===== src/inc/lps_pkg.sv =====
package lps_pkg;

    // ==========================================================
    // bus geometry
    localparam int LPS_DW = 32;
    localparam int LPS_AW = 8;
    localparam int LPS_NUM_CTR = 4;
    localparam int LPS_CRD_W = 6;

    // ==========================================================
    // register offsets (byte addresses)
    localparam logic [7:0] LPS_CTL0_OFF = 8'h00;
    localparam logic [7:0] LPS_CNT0_OFF = 8'h10;
    localparam logic [7:0] LPS_THR_OFF = 8'h20;
    localparam logic [7:0] LPS_STAT_OFF = 8'h24;
    localparam logic [7:0] LPS_CTR_STRIDE = 8'h04;

    // ==========================================================
    // field positions
    localparam int LPS_EV_LSB = 0;
    localparam int LPS_UM_LSB = 8;
    localparam int LPS_EDGE_BIT = 18;
    localparam int LPS_EN_BIT = 22;
    localparam int LPS_ST_TX_LSB = 0;
    localparam int LPS_ST_RX_LSB = 4;
    localparam int LPS_ST_SEEN_BIT = 8;
    localparam int LPS_ST_RATIO_LSB = 12;
    localparam logic [31:0] LPS_CTL_WMASK = 32'h0044ffff;

    // ==========================================================
    // reset values
    localparam logic [31:0] LPS_CTL_RST = 32'h0000_0000;
    localparam logic [31:0] LPS_CNT_RST = 32'h0000_0000;
    localparam logic [5:0] LPS_THR_RST = 6'h08;

    // ==========================================================
    // timing: link-layer clock is the transfer rate divided by this
    localparam logic [3:0] LPS_XFER_PER_CLK = 4'h8;

    // ==========================================================
    // event codes
    localparam logic [7:0] LPS_EV_TICK = 8'h01;
    localparam logic [7:0] LPS_EV_DIRECT = 8'h12;
    localparam logic [7:0] LPS_EV_BYP_BLK = 8'h14;
    localparam logic [7:0] LPS_EV_RXQ_BLK = 8'h15;
    localparam logic [7:0] LPS_EV_CRD_RET = 8'h16;
    localparam logic [7:0] LPS_EV_CRD_SHORT = 8'h18;
    localparam logic [7:0] LPS_EV_PHY_INIT = 8'h20;
    localparam logic [7:0] LPS_EV_SHUT_RES = 8'h21;
    localparam logic [7:0] LPS_EV_ACCEPT = 8'h22;
    localparam logic [7:0] LPS_EV_REFUSE = 8'h23;
    localparam logic [7:0] LPS_EV_RX_REDUCED = 8'h25;
    localparam logic [7:0] LPS_EV_SLOT2 = 8'h46;

    // ==========================================================
    // types
    typedef enum logic [2:0] {
        LPS_PWR_INIT, LPS_PWR_FULL, LPS_PWR_CGATED, LPS_PWR_REDUCED,
        LPS_PWR_SHUT
    } lpsPwr_t;

    typedef struct packed {
        logic cyc;
        logic stb;
        logic we;
        logic [7:0] adr;
        logic [3:0] sel;
        logic [31:0] dat;
    } lpsWbReq_t;

    typedef struct packed {
        logic drsValid;
        logic drsCandidate;
        logic drsToCore;
        logic drsToLink;
        logic [5:0] reqCredits;
        logic [5:0] dataCredits;
        logic [5:0] ackCredits;
        logic bgfStall;
        logic gvBlock;
        logic crdRetBlocked;
        logic slot2Vna;
        logic slot2Vn0;
        logic slot2Vn1;
        logic slot2Ack;
    } lpsDatapath_t;

    typedef struct packed {
        logic phyReady;
        logic ourReq;
        lpsPwr_t ourReqTgt;
        logic rxAck;
        logic rxNack;
        logic peerReq;
        lpsPwr_t peerReqTgt;
        logic txAck;
        logic txNack;
    } lpsPwrMsg_t;

endpackage : lps_pkg


===== src/hw/lps_event_select.sv =====
// Design decisions made here: the register offsets and the Wishbone register port.
`timescale 1ns/1ps

module lps_event_select (
    // clock and reset
    input wire logic mclk,
    input wire logic rst_n,
    // wishbone slave
    input wire lps_pkg::lpsWbReq_t wbReq,
    output logic [31:0] wbDatO,
    output logic wbAck,
    // link-layer event sources, same clock
    input wire lps_pkg::lpsDatapath_t llEvents,
    input wire lps_pkg::lpsPwrMsg_t pwrMsg,
    // tracked power state
    output lps_pkg::lpsPwr_t txPwrState,
    output lps_pkg::lpsPwr_t rxPwrState
);
    import lps_pkg::*;

    // ==========================================================
    // write and condition helpers
    // byte lanes let software touch the event code or the unit mask alone; edge and enable share one lane
    function automatic logic [31:0] applySel(input logic [31:0] old,
                                             input logic [31:0] nw,
                                             input logic [3:0] sel);
        logic [31:0] res;
        res = old;
        for (int b = 0; b < 4; b++) begin
            if (sel[b]) begin
                res[b*8 +: 8] = nw[b*8 +: 8];
            end
        end
        return res;
    endfunction : applySel

    function automatic logic selHit(input logic [7:0] umask,
                                   input logic [7:0] cond);
        return |(umask & cond);
    endfunction : selHit

    // shutdown is tested in several places below
    function automatic logic isShut(input lpsPwr_t s);
        return s == LPS_PWR_SHUT;
    endfunction : isShut

    // ==========================================================
    // power state tracking per direction
    lpsPwr_t txPwr_q;
    lpsPwr_t txPwr_d;
    lpsPwr_t rxPwr_q;
    lpsPwr_t rxPwr_d;
    logic ourPend_q;
    logic ourPend_d;
    lpsPwr_t ourTgt_q;
    lpsPwr_t ourTgt_d;
    logic peerPend_q;
    logic peerPend_d;
    lpsPwr_t peerTgt_q;
    lpsPwr_t peerTgt_d;

    // our request is answered by the peer's rx side
    wire logic ourAccepted = pwrMsg.rxAck & ourPend_q;
    wire logic ourRefused = pwrMsg.rxNack & ourPend_q;
    // the peer's request is answered by us
    wire logic peerAccepted = pwrMsg.txAck & peerPend_q;
    wire logic peerRefused = pwrMsg.txNack & peerPend_q;

    always_comb begin
        txPwr_d = txPwr_q;
        rxPwr_d = rxPwr_q;
        ourPend_d = ourPend_q;
        ourTgt_d = ourTgt_q;
        peerPend_d = peerPend_q;
        peerTgt_d = peerTgt_q;

        if (ourAccepted) begin
            txPwr_d = ourTgt_q;
            ourPend_d = 1'b0;
        end else if (ourRefused) begin
            ourPend_d = 1'b0;
        end

        if (peerAccepted) begin
            rxPwr_d = peerTgt_q;
            peerPend_d = 1'b0;
        end else if (peerRefused) begin
            peerPend_d = 1'b0;
        end

        // a new request replaces one still waiting
        if (pwrMsg.ourReq) begin
            ourPend_d = 1'b1;
            ourTgt_d = pwrMsg.ourReqTgt;
        end
        if (pwrMsg.peerReq) begin
            peerPend_d = 1'b1;
            peerTgt_d = pwrMsg.peerReqTgt;
        end

        // training overrides everything; ready brings up full power
        if (!pwrMsg.phyReady) begin
            txPwr_d = LPS_PWR_INIT;
            rxPwr_d = LPS_PWR_INIT;
            ourPend_d = 1'b0;
            peerPend_d = 1'b0;
        end else begin
            if (txPwr_q == LPS_PWR_INIT) begin
                txPwr_d = LPS_PWR_FULL;
            end
            if (rxPwr_q == LPS_PWR_INIT) begin
                rxPwr_d = LPS_PWR_FULL;
            end
        end
    end

    always_ff @(posedge mclk or negedge rst_n) begin
        if (!rst_n) begin
            txPwr_q <= LPS_PWR_INIT;
            rxPwr_q <= LPS_PWR_INIT;
            ourPend_q <= 1'b0;
            ourTgt_q <= LPS_PWR_INIT;
            peerPend_q <= 1'b0;
            peerTgt_q <= LPS_PWR_INIT;
        end else begin
            txPwr_q <= txPwr_d;
            rxPwr_q <= rxPwr_d;
            ourPend_q <= ourPend_d;
            ourTgt_q <= ourTgt_d;
            peerPend_q <= peerPend_d;
            peerTgt_q <= peerTgt_d;
        end
    end

    // ==========================================================
    // raw conditions
    wire logic [5:0] thr;
    wire logic [5:0] reqCrd = llEvents.reqCredits;
    wire logic [5:0] dataCrd = llEvents.dataCredits;
    wire logic [5:0] ackCrd = llEvents.ackCredits;

    wire logic drsOk = llEvents.drsValid & llEvents.drsCandidate;
    wire logic [7:0] directCond = {
        6'h00,
        drsOk & llEvents.drsToLink,
        drsOk & llEvents.drsToCore
    };

    // credits are unsigned; the between causes use thr
    wire logic reqLe2 = reqCrd <= 6'h02;
    wire logic ackLe3 = ackCrd <= 6'h03;
    wire logic dataEq0 = dataCrd == 6'h00;
    wire logic reqBtw = (reqCrd > 6'h02) && (reqCrd <= thr);
    wire logic dataBtw = (dataCrd > 6'h00) && (dataCrd <= thr);

    wire logic [7:0] shortCond = {
        ackCrd == 6'h03,
        ackCrd == 6'h02,
        ackCrd == 6'h01,
        ackCrd == 6'h00,
        dataEq0,
        reqCrd == 6'h02,
        reqCrd == 6'h01,
        reqCrd == 6'h00
    };

    wire logic [7:0] bypCond = {
        3'h0,
        llEvents.gvBlock,
        llEvents.bgfStall,
        ackLe3,
        dataEq0,
        reqLe2
    };

    wire logic [7:0] rxqCond = {
        1'b0,
        llEvents.gvBlock,
        llEvents.bgfStall,
        ackLe3,
        dataBtw,
        dataEq0,
        reqBtw,
        reqLe2
    };

    wire logic [7:0] slot2Cond = {
        4'h0,
        llEvents.slot2Ack,
        llEvents.slot2Vn1,
        llEvents.slot2Vn0,
        llEvents.slot2Vna
    };

    // only responses to shutdown requests count
    wire logic ourShutAcc = ourAccepted & isShut(ourTgt_q);
    wire logic peerShutAcc = peerAccepted & isShut(peerTgt_q);
    wire logic ourShutRef = ourRefused & isShut(ourTgt_q);
    wire logic peerShutRef = peerRefused & isShut(peerTgt_q);
    wire logic [7:0] acceptCond = {6'h00, peerShutAcc, ourShutAcc};
    wire logic [7:0] refuseCond = {6'h00, peerShutRef, ourShutRef};

    wire logic shutNow = isShut(txPwr_q) | isShut(rxPwr_q);
    wire logic rxReducedNow = rxPwr_q == LPS_PWR_REDUCED;
    wire logic phyInitNow = rxPwr_q == LPS_PWR_INIT;

    // ==========================================================
    // event selection per counter
    logic [31:0] ctl_q [LPS_NUM_CTR];
    logic [31:0] cnt_q [LPS_NUM_CTR];
    logic prevCond_q [LPS_NUM_CTR];
    logic [LPS_NUM_CTR-1:0] condNow;
    logic [LPS_NUM_CTR-1:0] incNow;
    logic [LPS_NUM_CTR-1:0] shutInc;

    for (genvar i = 0; i < LPS_NUM_CTR; i++) begin : g_sel
        wire logic [7:0] evCode = ctl_q[i][LPS_EV_LSB +: 8];
        wire logic [7:0] umask = ctl_q[i][LPS_UM_LSB +: 8];
        wire logic edgeOn = ctl_q[i][LPS_EDGE_BIT];
        wire logic enOn = ctl_q[i][LPS_EN_BIT];
        assign condNow[i] =
            (evCode == LPS_EV_TICK) ? 1'b1 :
            (evCode == LPS_EV_DIRECT) ? selHit(umask, directCond) :
            (evCode == LPS_EV_CRD_SHORT) ? selHit(umask, shortCond) :
            (evCode == LPS_EV_BYP_BLK) ? selHit(umask, bypCond) :
            (evCode == LPS_EV_RXQ_BLK) ? selHit(umask, rxqCond) :
            (evCode == LPS_EV_CRD_RET) ? llEvents.crdRetBlocked :
            (evCode == LPS_EV_SLOT2) ? selHit(umask, slot2Cond) :
            (evCode == LPS_EV_ACCEPT) ? selHit(umask, acceptCond) :
            (evCode == LPS_EV_REFUSE) ? selHit(umask, refuseCond) :
            (evCode == LPS_EV_SHUT_RES) ? shutNow :
            (evCode == LPS_EV_RX_REDUCED) ? rxReducedNow :
            (evCode == LPS_EV_PHY_INIT) ? phyInitNow :
            1'b0;

        // edge mode turns residency into entry counts
        wire logic risen = condNow[i] & ~prevCond_q[i];
        assign incNow[i] = enOn & (edgeOn ? risen : condNow[i]);
        assign shutInc[i] = incNow[i] & (evCode == LPS_EV_SHUT_RES);
    end

    // ==========================================================
    // wishbone slave
    logic wbAck_q;
    wire logic busReq = wbReq.cyc & wbReq.stb & ~wbAck_q;
    wire logic [7:0] wordAdr = {wbReq.adr[7:2], 2'b00};

    // unmapped words read zero and drop writes
    wire logic hitThr = wordAdr == LPS_THR_OFF;
    wire logic hitStat = wordAdr == LPS_STAT_OFF;
    wire logic [1:0] ctrIdx = wbReq.adr[3:2];
    wire logic hitCtl = (wordAdr >= LPS_CTL0_OFF) &&
                        (wordAdr < LPS_CNT0_OFF);
    wire logic hitCnt = (wordAdr >= LPS_CNT0_OFF) &&
                        (wordAdr < LPS_CNT0_OFF + LPS_CTR_STRIDE * 8'h04);

    logic [31:0] wbDat_q;
    logic [31:0] wbDat_d;
    // threshold only feeds the between causes
    logic [5:0] thr_q;
    logic shutSeen_q;

    assign thr = thr_q;

    always_comb begin
        wbDat_d = 32'h0000_0000;
        if (hitCtl) begin
            wbDat_d = ctl_q[ctrIdx];
        end else if (hitCnt) begin
            wbDat_d = cnt_q[ctrIdx];
        end else if (hitThr) begin
            wbDat_d = {26'h0, thr_q};
        end else if (hitStat) begin
            wbDat_d[LPS_ST_TX_LSB +: 3] = txPwr_q;
            wbDat_d[LPS_ST_RX_LSB +: 3] = rxPwr_q;
            wbDat_d[LPS_ST_SEEN_BIT] = shutSeen_q;
            wbDat_d[LPS_ST_RATIO_LSB +: 4] = LPS_XFER_PER_CLK;
        end
    end

    // one wait state: ack one edge after the request is seen
    always_ff @(posedge mclk or negedge rst_n) begin
        if (!rst_n) begin
            wbAck_q <= 1'b0;
            wbDat_q <= 32'h0000_0000;
        end else begin
            wbAck_q <= busReq;
            wbDat_q <= busReq ? wbDat_d : 32'h0000_0000;
        end
    end

    // write takes effect at the acking edge, request still held
    wire logic wrNow = wbReq.cyc & wbReq.stb & wbReq.we & wbAck_q;

    always_ff @(posedge mclk or negedge rst_n) begin
        if (!rst_n) begin
            thr_q <= LPS_THR_RST;
        end else if (wrNow && hitThr && wbReq.sel[0]) begin
            thr_q <= wbReq.dat[5:0];
        end
    end

    // sticky: reduced-width edge counts are suspect once set
    always_ff @(posedge mclk or negedge rst_n) begin
        if (!rst_n) begin
            shutSeen_q <= 1'b0;
        end else if (|shutInc) begin
            shutSeen_q <= 1'b1;
        end else if (wrNow && hitStat && wbReq.sel[1] &&
                     wbReq.dat[LPS_ST_SEEN_BIT]) begin
            shutSeen_q <= 1'b0;
        end
    end

    // ==========================================================
    // counters; a software write beats an increment
    for (genvar i = 0; i < LPS_NUM_CTR; i++) begin : g_ctr
        wire logic wrCtl = wrNow & hitCtl & (ctrIdx == 2'(i));
        wire logic wrCnt = wrNow & hitCnt & (ctrIdx == 2'(i));

        always_ff @(posedge mclk or negedge rst_n) begin
            if (!rst_n) begin
                ctl_q[i] <= LPS_CTL_RST;
                cnt_q[i] <= LPS_CNT_RST;
                prevCond_q[i] <= 1'b0;
            end else begin
                prevCond_q[i] <= condNow[i];

                if (wrCtl) begin
                    ctl_q[i] <= applySel(ctl_q[i], wbReq.dat,
                                         wbReq.sel) & LPS_CTL_WMASK;
                end

                if (wrCnt) begin
                    cnt_q[i] <= applySel(cnt_q[i], wbReq.dat, wbReq.sel);
                end else if (incNow[i]) begin
                    cnt_q[i] <= cnt_q[i] + 32'h0000_0001;
                end
            end
        end
    end

    // ==========================================================
    // outputs
    // every output comes straight from a flop
    assign wbAck = wbAck_q;
    assign wbDatO = wbDat_q;
    assign txPwrState = txPwr_q;
    assign rxPwrState = rxPwr_q;

endmodule : lps_event_select


===== config.mk =====
export PLATFORM = sky130hd
export DESIGN_NAME = lps_event_select
export DESIGN_NICKNAME = d
export VERILOG_FILES = /design/src/inc/lps_pkg.sv /design/src/hw/lps_event_select.sv
export SDC_FILE = /design/constraint.sdc
export NUM_CORES = 1
export LEC_CHECK = 0
export BUFFER_PORTS_ARGS = -buffer_cell sky130_fd_sc_hd__buf_2
export CAP_MARGIN = 5
export CORE_ASPECT_RATIO = 0.9
export CORE_MARGIN = 1
export CORE_UTILIZATION = 60
export CTS_CLUSTER_SIZE = 16
export DETAILED_ROUTE_END_ITERATION = 16
export PLACE_DENSITY = 0.76
export SETUP_SLACK_MARGIN = 0.4
export SLEW_MARGIN = 20
export SYNTH_ARGS = -nofsm -noshare
export SYNTH_HDL_FRONTEND = slang
export SYNTH_SLANG_ARGS = --single-unit

===== constraint.sdc =====
create_clock -name mclk -period 5.15 [get_ports mclk]
set_input_delay 1.545 -clock mclk [delete_from_list [all_inputs] [get_ports mclk]]
set_output_delay 1.545 -clock mclk [all_outputs]
set_load 0.02 [all_outputs]

==> results of run 1 <==
synthesized netlist by cell type, types with 9 or more instances:
cell type | instances | area (sq um)
dfrtp_1 | 257 | 6430
inv_1 | 39 | 146
buf_2 | 27 | 135
a22oi_1 | 12 | 90.1
and2_1 | 18 | 113
or4_1 | 9 | 67.6
nor4_1 | 22 | 138
a31oi_1 | 14 | 87.6
nor2b_1 | 12 | 75.1
nor4b_1 | 9 | 78.8
mux4_2 | 52 | 1170
a21boi_0 | 10 | 75.1
nand2_1 | 183 | 687
o21a_1 | 15 | 113
clkbuf_1 | 56 | 210
or3_1 | 38 | 238
mux2_2 | 96 | 1080
a21oi_1 | 84 | 420
and3_1 | 36 | 225
or2_2 | 9 | 56.3
o221a_2 | 10 | 113
a21o_1 | 9 | 67.6
ha_1 | 16 | 200
nand4_1 | 43 | 269
nor2_1 | 171 | 642
o31ai_1 | 9 | 67.6
a221o_1 | 9 | 90.1
nor3_1 | 51 | 255
o31a_1 | 9 | 78.8
o41ai_1 | 11 | 96.3
nand3_1 | 120 | 601
buf_1 | 13 | 48.8
o22ai_1 | 17 | 106
mux2i_1 | 17 | 170
o21ai_0 | 50 | 250
a211oi_1 | 17 | 128
o211ai_1 | 26 | 195
and4_1 | 10 | 87.6
state kept, by name (all words and copies together) (netlist names):
| signal | flops |
|---|---|
| prevCond_q | 4 |
| wbDatO | 32 |
| cnt_q | 128 |
| ourTgt_q | 3 |
| thr | 6 |
| shutSeen_q | 1 |
| txPwrState | 3 |
| wbAck | 1 |
| peerPend_q | 1 |
| ourPend_q | 1 |
| ctl_q | 72 |
| rxPwrState | 3 |
| peerTgt_q | 3 |
critical path, stage by stage:
cell	delay, ps
buf_2	120
nor4_4	580
and2_1	440
a221oi_1	170
o2111ai_1	610
nand3_1	380
buf_4	300
nor4_1	500
a211o_1	160
path summary, 6_finish.rpt:
kind	from	to	slack [ps]	cells after the start
setup / recovery	llEvents[14]	cnt_q[7]$_DFFE_PN0P_	850	9
hold / removal	cnt_q[101]$_DFFE_PN0P_	cnt_q[101]$_DFFE_PN0P_	530	1
setup reg to reg	ourTgt_q[1]$_DFFE_PN0P_	cnt_q[71]$_DFFE_PN0P_	1570	8
hold reg to reg	cnt_q[101]$_DFFE_PN0P_	cnt_q[101]$_DFFE_PN0P_	530	1
max in group asynchronous	rst_n	ctl_q[108]$_DFFE_PN0P_	3170	2
min in group asynchronous	rst_n	txPwrState[2]$_DFFE_PN0P_	980	1
per-stage QoR:
step	hold WS, ps	power, W	cells
floorplan	464	0.00225	1779
finish	529	0.00451	2258
global placement	494	0.00243	2204
detailed placement	493	0.00244	2204
CTS	508	0.00450	2257
global route	546	0.00460	2257
cells by family after synthesis:
family / count (synthesis) / share of synthesized area
buffers and inverters: 141 / 0.0356
flip-flops: 258 / 0.385
adder cells (fa/ha/maj): 16 / 0.0119
AO/OA/AOI/OAI: 410 / 0.179
AND/OR/NAND/NOR: 789 / 0.243
multiplexers: 165 / 0.145
cells in the final DEF, fill, tap and decap left out, types with 10 or more instances in the layout:
master / netlist / layout
o41ai_1: 11 / 11
o21a_1: 15 / 15
a21boi_0: 10 / 10
o21ai_0: 50 / 50
a31oi_1: 14 / 14
buf_2: 27 / 125
nor3_1: 51 / 50
and3_1: 36 / 36
dfrtp_1: 257 / 257
mux2_2: 96 / 96
nand3_1: 120 / 120
inv_1: 39 / 39
ha_1: 16 / 16
clkbuf_16: 0 / 29
a22oi_1: 12 / 12
nor4_1: 22 / 22
a211oi_1: 17 / 17
a21oi_1: 84 / 84
mux4_2: 52 / 52
nand4_1: 43 / 43
or3_1: 38 / 38
o221a_2: 10 / 10
nor2b_1: 12 / 12
o22ai_1: 17 / 17
nor2_1: 171 / 169
o211ai_1: 26 / 26
and2_1: 18 / 18
nand2_1: 183 / 183
buf_4: 3 / 46
mux2i_1: 17 / 17
and4_1: 10 / 10
power by group through the flow:
stage | registers, W | logic (W) | clock network [W]
final | 0.00208 | 0.000333 | 0.00210
after global routing | 0.00208 | 0.000351 | 0.00216
after CTS | 0.00208 | 0.000323 | 0.00210
after detailed placement | 0.00212 | 0.000322 | 0
after global placement | 0.00211 | 0.000317 | 0
after floorplan | 0.00211 | 0.000147 | 0
routing by layer:
layer	global-route usage	up-vias
li1	-	7069
met1	0.677	8194
met2	0.606	1332
met3	0.150	208
met4	0.145	2
met5	0	-
cell type report:
class                           count  area [sq um]  share of cell area
Timing Repair Buffer              173          1010              0.0538
Multi-Input combinational cell   1380          9710               0.519
Clock inverter                      9          72.6             0.00388
Clock buffer                       44           872              0.0466
Tap cell                          354           443              0.0237
Antenna cell                        1          2.50            0.000134
Sequential cell                   258          6460               0.345
Inverter                           39           146             0.00782
==> impl_results.md, run 1 <==
* Power density over the cells at 241 nW/um^2
* Clock skew at 13.5 ps
* Die outline width at 178 um
* Final routed DRC violation total at 0
* CP endpoint kind: flip-flop
* Placement row count at 57
* Placeable core region at 27,200 sq um
* Number of antenna violations at the first check in global routing at 1
* Number of design-rule violations left by the first detailed-router iteration at 2,548
* Commonest register cell after synthesis: dfrtp_1
* Number of slew-limit violations in the final report at 0
* Area added between synthesis and finish at 11.7%
* Highest Signal Layer: met5
* Share of the core filled with cells in the final layout at 0.687
* Clk_lat worst skew at 570 ps
* Max Cap Viol at 0
* Number of nets in the finished design at 1,988
* Async set or reset register ratio after synthesis at 1.00
* Post-detailed-route via-to-cell ratio at 7.44
* H-tree Lvls at 1
* Mapped Area at 16,800 sq um
* GRT Residual Overflow at 0
* Setup TNS at 0 ps
* Req. time, crit path at 5660 ps
* Highest clock rate at 233 MHz
* Slew @ Worst Pin at 960 ps
* Number of warning messages in the yosys log at 0
* Clk root buf: clkbuf_16
* Met1 Routed Length at 25,700 um
* Unrepaired setup endpoints after global routing: false
* Hold buffer count at CTS at 0
* Wire length of the first global-routing pass at 95,900 um
* Resized Gates After CTS at 0
* Ratio of cells with drive above 1 in the final layout at 0.222
* Design area at 18,700 sq um
* Die height at 161 um
* Routed length on met2 at 25,600 um
* Final weighted congestion in routability-driven placement at 1.01
* Number of library cell types mapped by synthesis at 94
* Wire length reported by the detailed router at 63,900 um
* Post-placement worst setup slack at 506 ps
* Peak ir drop on the vdd network at 0.000267 V
* Count of vias placed by the detailed router at 16,800
* Clk buf depth at 3
* Synthesized netlist cell count at 1,779
* Number of nets in the synthesized netlist at 1,886
* P_leak at 8.01 nW
* Detail Placement HPWL at 47,400 um
* Fraction of the yosys area taken by sequential cells at 0.385
* Number of global-route vias before repair at 15,500
* TritonCTS clock tree: built
* Post-placement cell area at 17,800 sq um
* Clock input transition at the sequential cells of the worst setup and hold paths at 60 ps
* Critical Setup Path Class: in2reg
* Switching share of power at 0.254
* Finish-stage setup viols at 0
* Startpoint class of the critical path: input pin
* Post-route minimum period at 4300 ps
* Total Die Area at 28,600 sq um
* Initial core utilization at 0.615
* Count of port buffers added during placement at 127
* Register bit count reported by yosys at 258
* Average size of a mapped cell at 9.42 sq um
* Total clock sinks at 258
* Critical path arrival at 4810 ps
* Final count of hold timing violations at 0
* Combinational fraction of design power at 0.074
* Run status: completed
* Fill cells at 2,206
* GR Util All Layers at 0.451
* Top-level I/O count at 130
* Net switching power figure at 0.00115 W
* Worst min-delay path category: reg2reg
* Largest driver fanout on the critical path at 10
* Number of enable flip-flop cells after synthesis at 0
* Number of optimization iterations in the first detailed-route pass at 10
* Routed wire length on met3 at 10,300 um
* Number of nets still failing antenna checks after routing at 0
* Internal power at 0.00337 W
* Slew HR at 0.355
* Number of buffers created by CTS at 29
* Final period utilization at 0.835
* Setup slack after layout at 851 ps
* Sequential share of power at 0.461
* Clock power frac at 0.465
* Largest net degree at the start of global routing at 94
* Routed wire length per instance at 28.3 um
* Post-CTS setup-driven buffer insertion count at 0
(Power assumes the default switching activity.)
==> run 2: changes to the inputs <==
clock period = 4 ns   (was 5.15 ns; I/O delays follow)
==> run 2 against run 1 <==
Setup slack worse by 330 ps. Hold slack better by 17 ps. Via count up 0.29%. Die area unchanged. First-iteration DRC count hardly changed. Core utilization rose by 1.6 points. Sequential cell count is the same. Total power grew 30%. Routed wire length up 0.53%. Register-to-register slack worse by 960 ps. Critical path depth is 1 lower. Critical endpoint is now shutSeen_q$_DFFE_PN0P_. Largest power group unchanged.
==> impl_results.md, run 2 (synthesis gave the netlist of run 1 again) <==
* Run status: completed
* H-tree Lvls at 1
* Critical path arrival at 3890 ps
* Clk buf depth at 3
* Finish-stage setup viols at 0
* Crit Reg-Reg Endpoint: cnt_q[89]$_DFFE_PN0P_
* Placement row count at 57
* Placeable core region at 27,200 sq um
* CP endpoint kind: flip-flop
* Highest clock rate at 287 MHz
* Die outline width at 178 um
* Setup TNS at 0 ps
* Worst min-delay path category: reg2reg
* Slew HR at 0.420
* Number of buffer and inverter instances along the worst setup path at 1
* TritonCTS clock tree: built
* Final count of hold timing violations at 0
* Combinational fraction of design power at 0.075
* Pwr Total at 0.00585 W
* Number of optimization iterations in the first detailed-route pass at 7
* Critical Setup Path Class: in2reg
* Number of buffers created by CTS at 28
* Max stage delay on crit path at 610 ps
* Power density over the cells at 305 nW/um^2
* End of the worst hold path: cnt_q[37]$_DFFE_PN0P_
* Max Cap Viol at 0
* Count of port buffers added during placement at 127
* Clk root buf: clkbuf_16
* GR Util All Layers at 0.454
* P_leak at 8.26 nW
* Post-placement cell area at 18,200 sq um
* Clock skew at 15.3 ps
* GRT Residual Overflow at 0
* Detail Placement HPWL at 48,300 um
* Peak ir drop on the vdd network at 0.000352 V
* Ratio of cells with drive above 1 in the final layout at 0.244
* Die height at 161 um
* Count of vias placed by the detailed router at 16,900
* Final weighted congestion in routability-driven placement at 1.08
* Wire length reported by the detailed router at 64,200 um
* Clock power frac at 0.467
* Area added between synthesis and finish at 14.3%
* Sequential share of power at 0.458
* Number of nets in the finished design at 2,036
* Number of slew-limit violations in the final report at 0
* Cell chain of the critical path: buf_2, mux4_2, a222oi_1, a31o_2, a22oi_4, nand2_1, o21ai_0, or4_1
* Largest driver fanout on the critical path at 6
* Number of global-route vias before repair at 15,600
* Total clock sinks at 258
* Wire length of the first global-routing pass at 96,000 um
* Initial core utilization at 0.615
* Clk_lat worst skew at 570 ps
* Design area at 19,100 sq um
* Largest register FFs at 128
* Routed wire length per instance at 27.9 um
* Largest net degree at the start of global routing at 93
* Net switching power figure at 0.00148 W
* Req. time, crit path at 4410 ps
* Hold buffer count at CTS at 0
* Switching share of power at 0.253
* Number of nets still failing antenna checks after routing at 0
* Startpoint of the most critical hold path: cnt_q[37]$_DFFE_PN0P_
* Internal power at 0.00437 W
* Final routed DRC violation total at 0
* Post-detailed-route via-to-cell ratio at 7.31
* Number of design-rule violations left by the first detailed-router iteration at 2,549
* Slowest stage cell, crit path: a222oi_1
* FF-to-FF setup slack at 610 ps
* Unrepaired setup endpoints after global routing: false
* Leading cell types in the layout, fill and taps excluded: dfrtp_1 (257), nand2_1 (183), nor2_1 (169), buf_2 (125), nand3_1 (120)
* Top-level I/O count at 130
* Post-route minimum period at 3480 ps
* Number of antenna violations at the first check in global routing at 3
* Cell family with most CP delay: compound AO/OA/AOI/OAI gates
* Worst r2r src: ctl_q[70]$_DFFE_PN0P_
* Share of the core filled with cells in the final layout at 0.703
* Total Die Area at 28,600 sq um
* Final period utilization at 0.870
* Worst Hold Depth at 2
* Top reg by flops: cnt_q
* Most common cell after layout, fill and taps aside: dfrtp_1
* Slew @ Worst Pin at 863 ps
* Startpoint class of the critical path: input pin
* Clock input transition at the sequential cells of the worst setup and hold paths at 60 ps
* Worst reg2reg path depth at 8
run 2: routing by layer:
layer  vias to the layer above  share of wire  routed length (um)  track usage
met5                         -        0.00047                  30            0
met4                         4          0.043                2740        0.159
met3                       233           0.17               10900        0.187
met2                      1339           0.39               25000        0.596
met1                      8111           0.40               25500        0.667
li1                       7166              -                   -            -
run 2: worst register-to-register path: stages (launching register included):
cell	delay [ps]
dfrtp_1	460
nor4b_1	630
nand2_1	240
o31a_1	400
nor2_1	630
or2_0	270
buf_4	190
nand2_1	150
o221a_1	300
run 2: cell type report:
class / count / area [sq um]
fill: 2104 / 8100
antenna: 1 / 2.50
inverter: 39 / 146
clock buffer: 37 / 826
clock inverter: 15 / 146
sequential: 258 / 6460
tap: 354 / 443
multi-input combinational: 1380 / 9710
timing repair buffer: 222 / 1420
run 2: how the worst max path moves through the flow:
stage	from	endpoint	slack [ps]	cells after the start
floorplan	llEvents[23]	cnt_q[41]$_DFFE_PN0P_	490	9
global placement	llEvents[23]	cnt_q[86]$_DFFE_PN0P_	70	13
detailed placement	llEvents[23]	cnt_q[86]$_DFFE_PN0P_	40	13
CTS	llEvents[23]	cnt_q[86]$_DFFE_PN0P_	590	13
global route	llEvents[23]	cnt_q[101]$_DFFE_PN0P_	400	13
finish	llEvents[7]	shutSeen_q$_DFFE_PN0P_	520	8
run 2: through the flow:
stage | setup slack, ps | hold slack [ps] | cells
after floorplan | 488 | 464 | 1779
after global placement | 67.4 | 512 | 2252
after detailed placement | 35.2 | 522 | 2252
after CTS | 589 | 539 | 2304
after global routing | 401 | 563 | 2305
final | 521 | 546 | 2306
run 2: repair_timing:
action / 4_1_cts / 5_1_grt
endpoints found under the setup margin: 0 / 3
resized for setup: 0 / 1
setup buffers: 0 / 1
run 2: power by group through the flow:
stage	Combinational (W)	Clock [W]	Sequential (W)
finish	0.000441	0.00273	0.00268
global route	0.000467	0.00284	0.00268
CTS	0.000428	0.00273	0.00268
detailed placement	0.000426	0	0.00272
global placement	0.000418	0	0.00272
floorplan	0.000189	0	0.00271
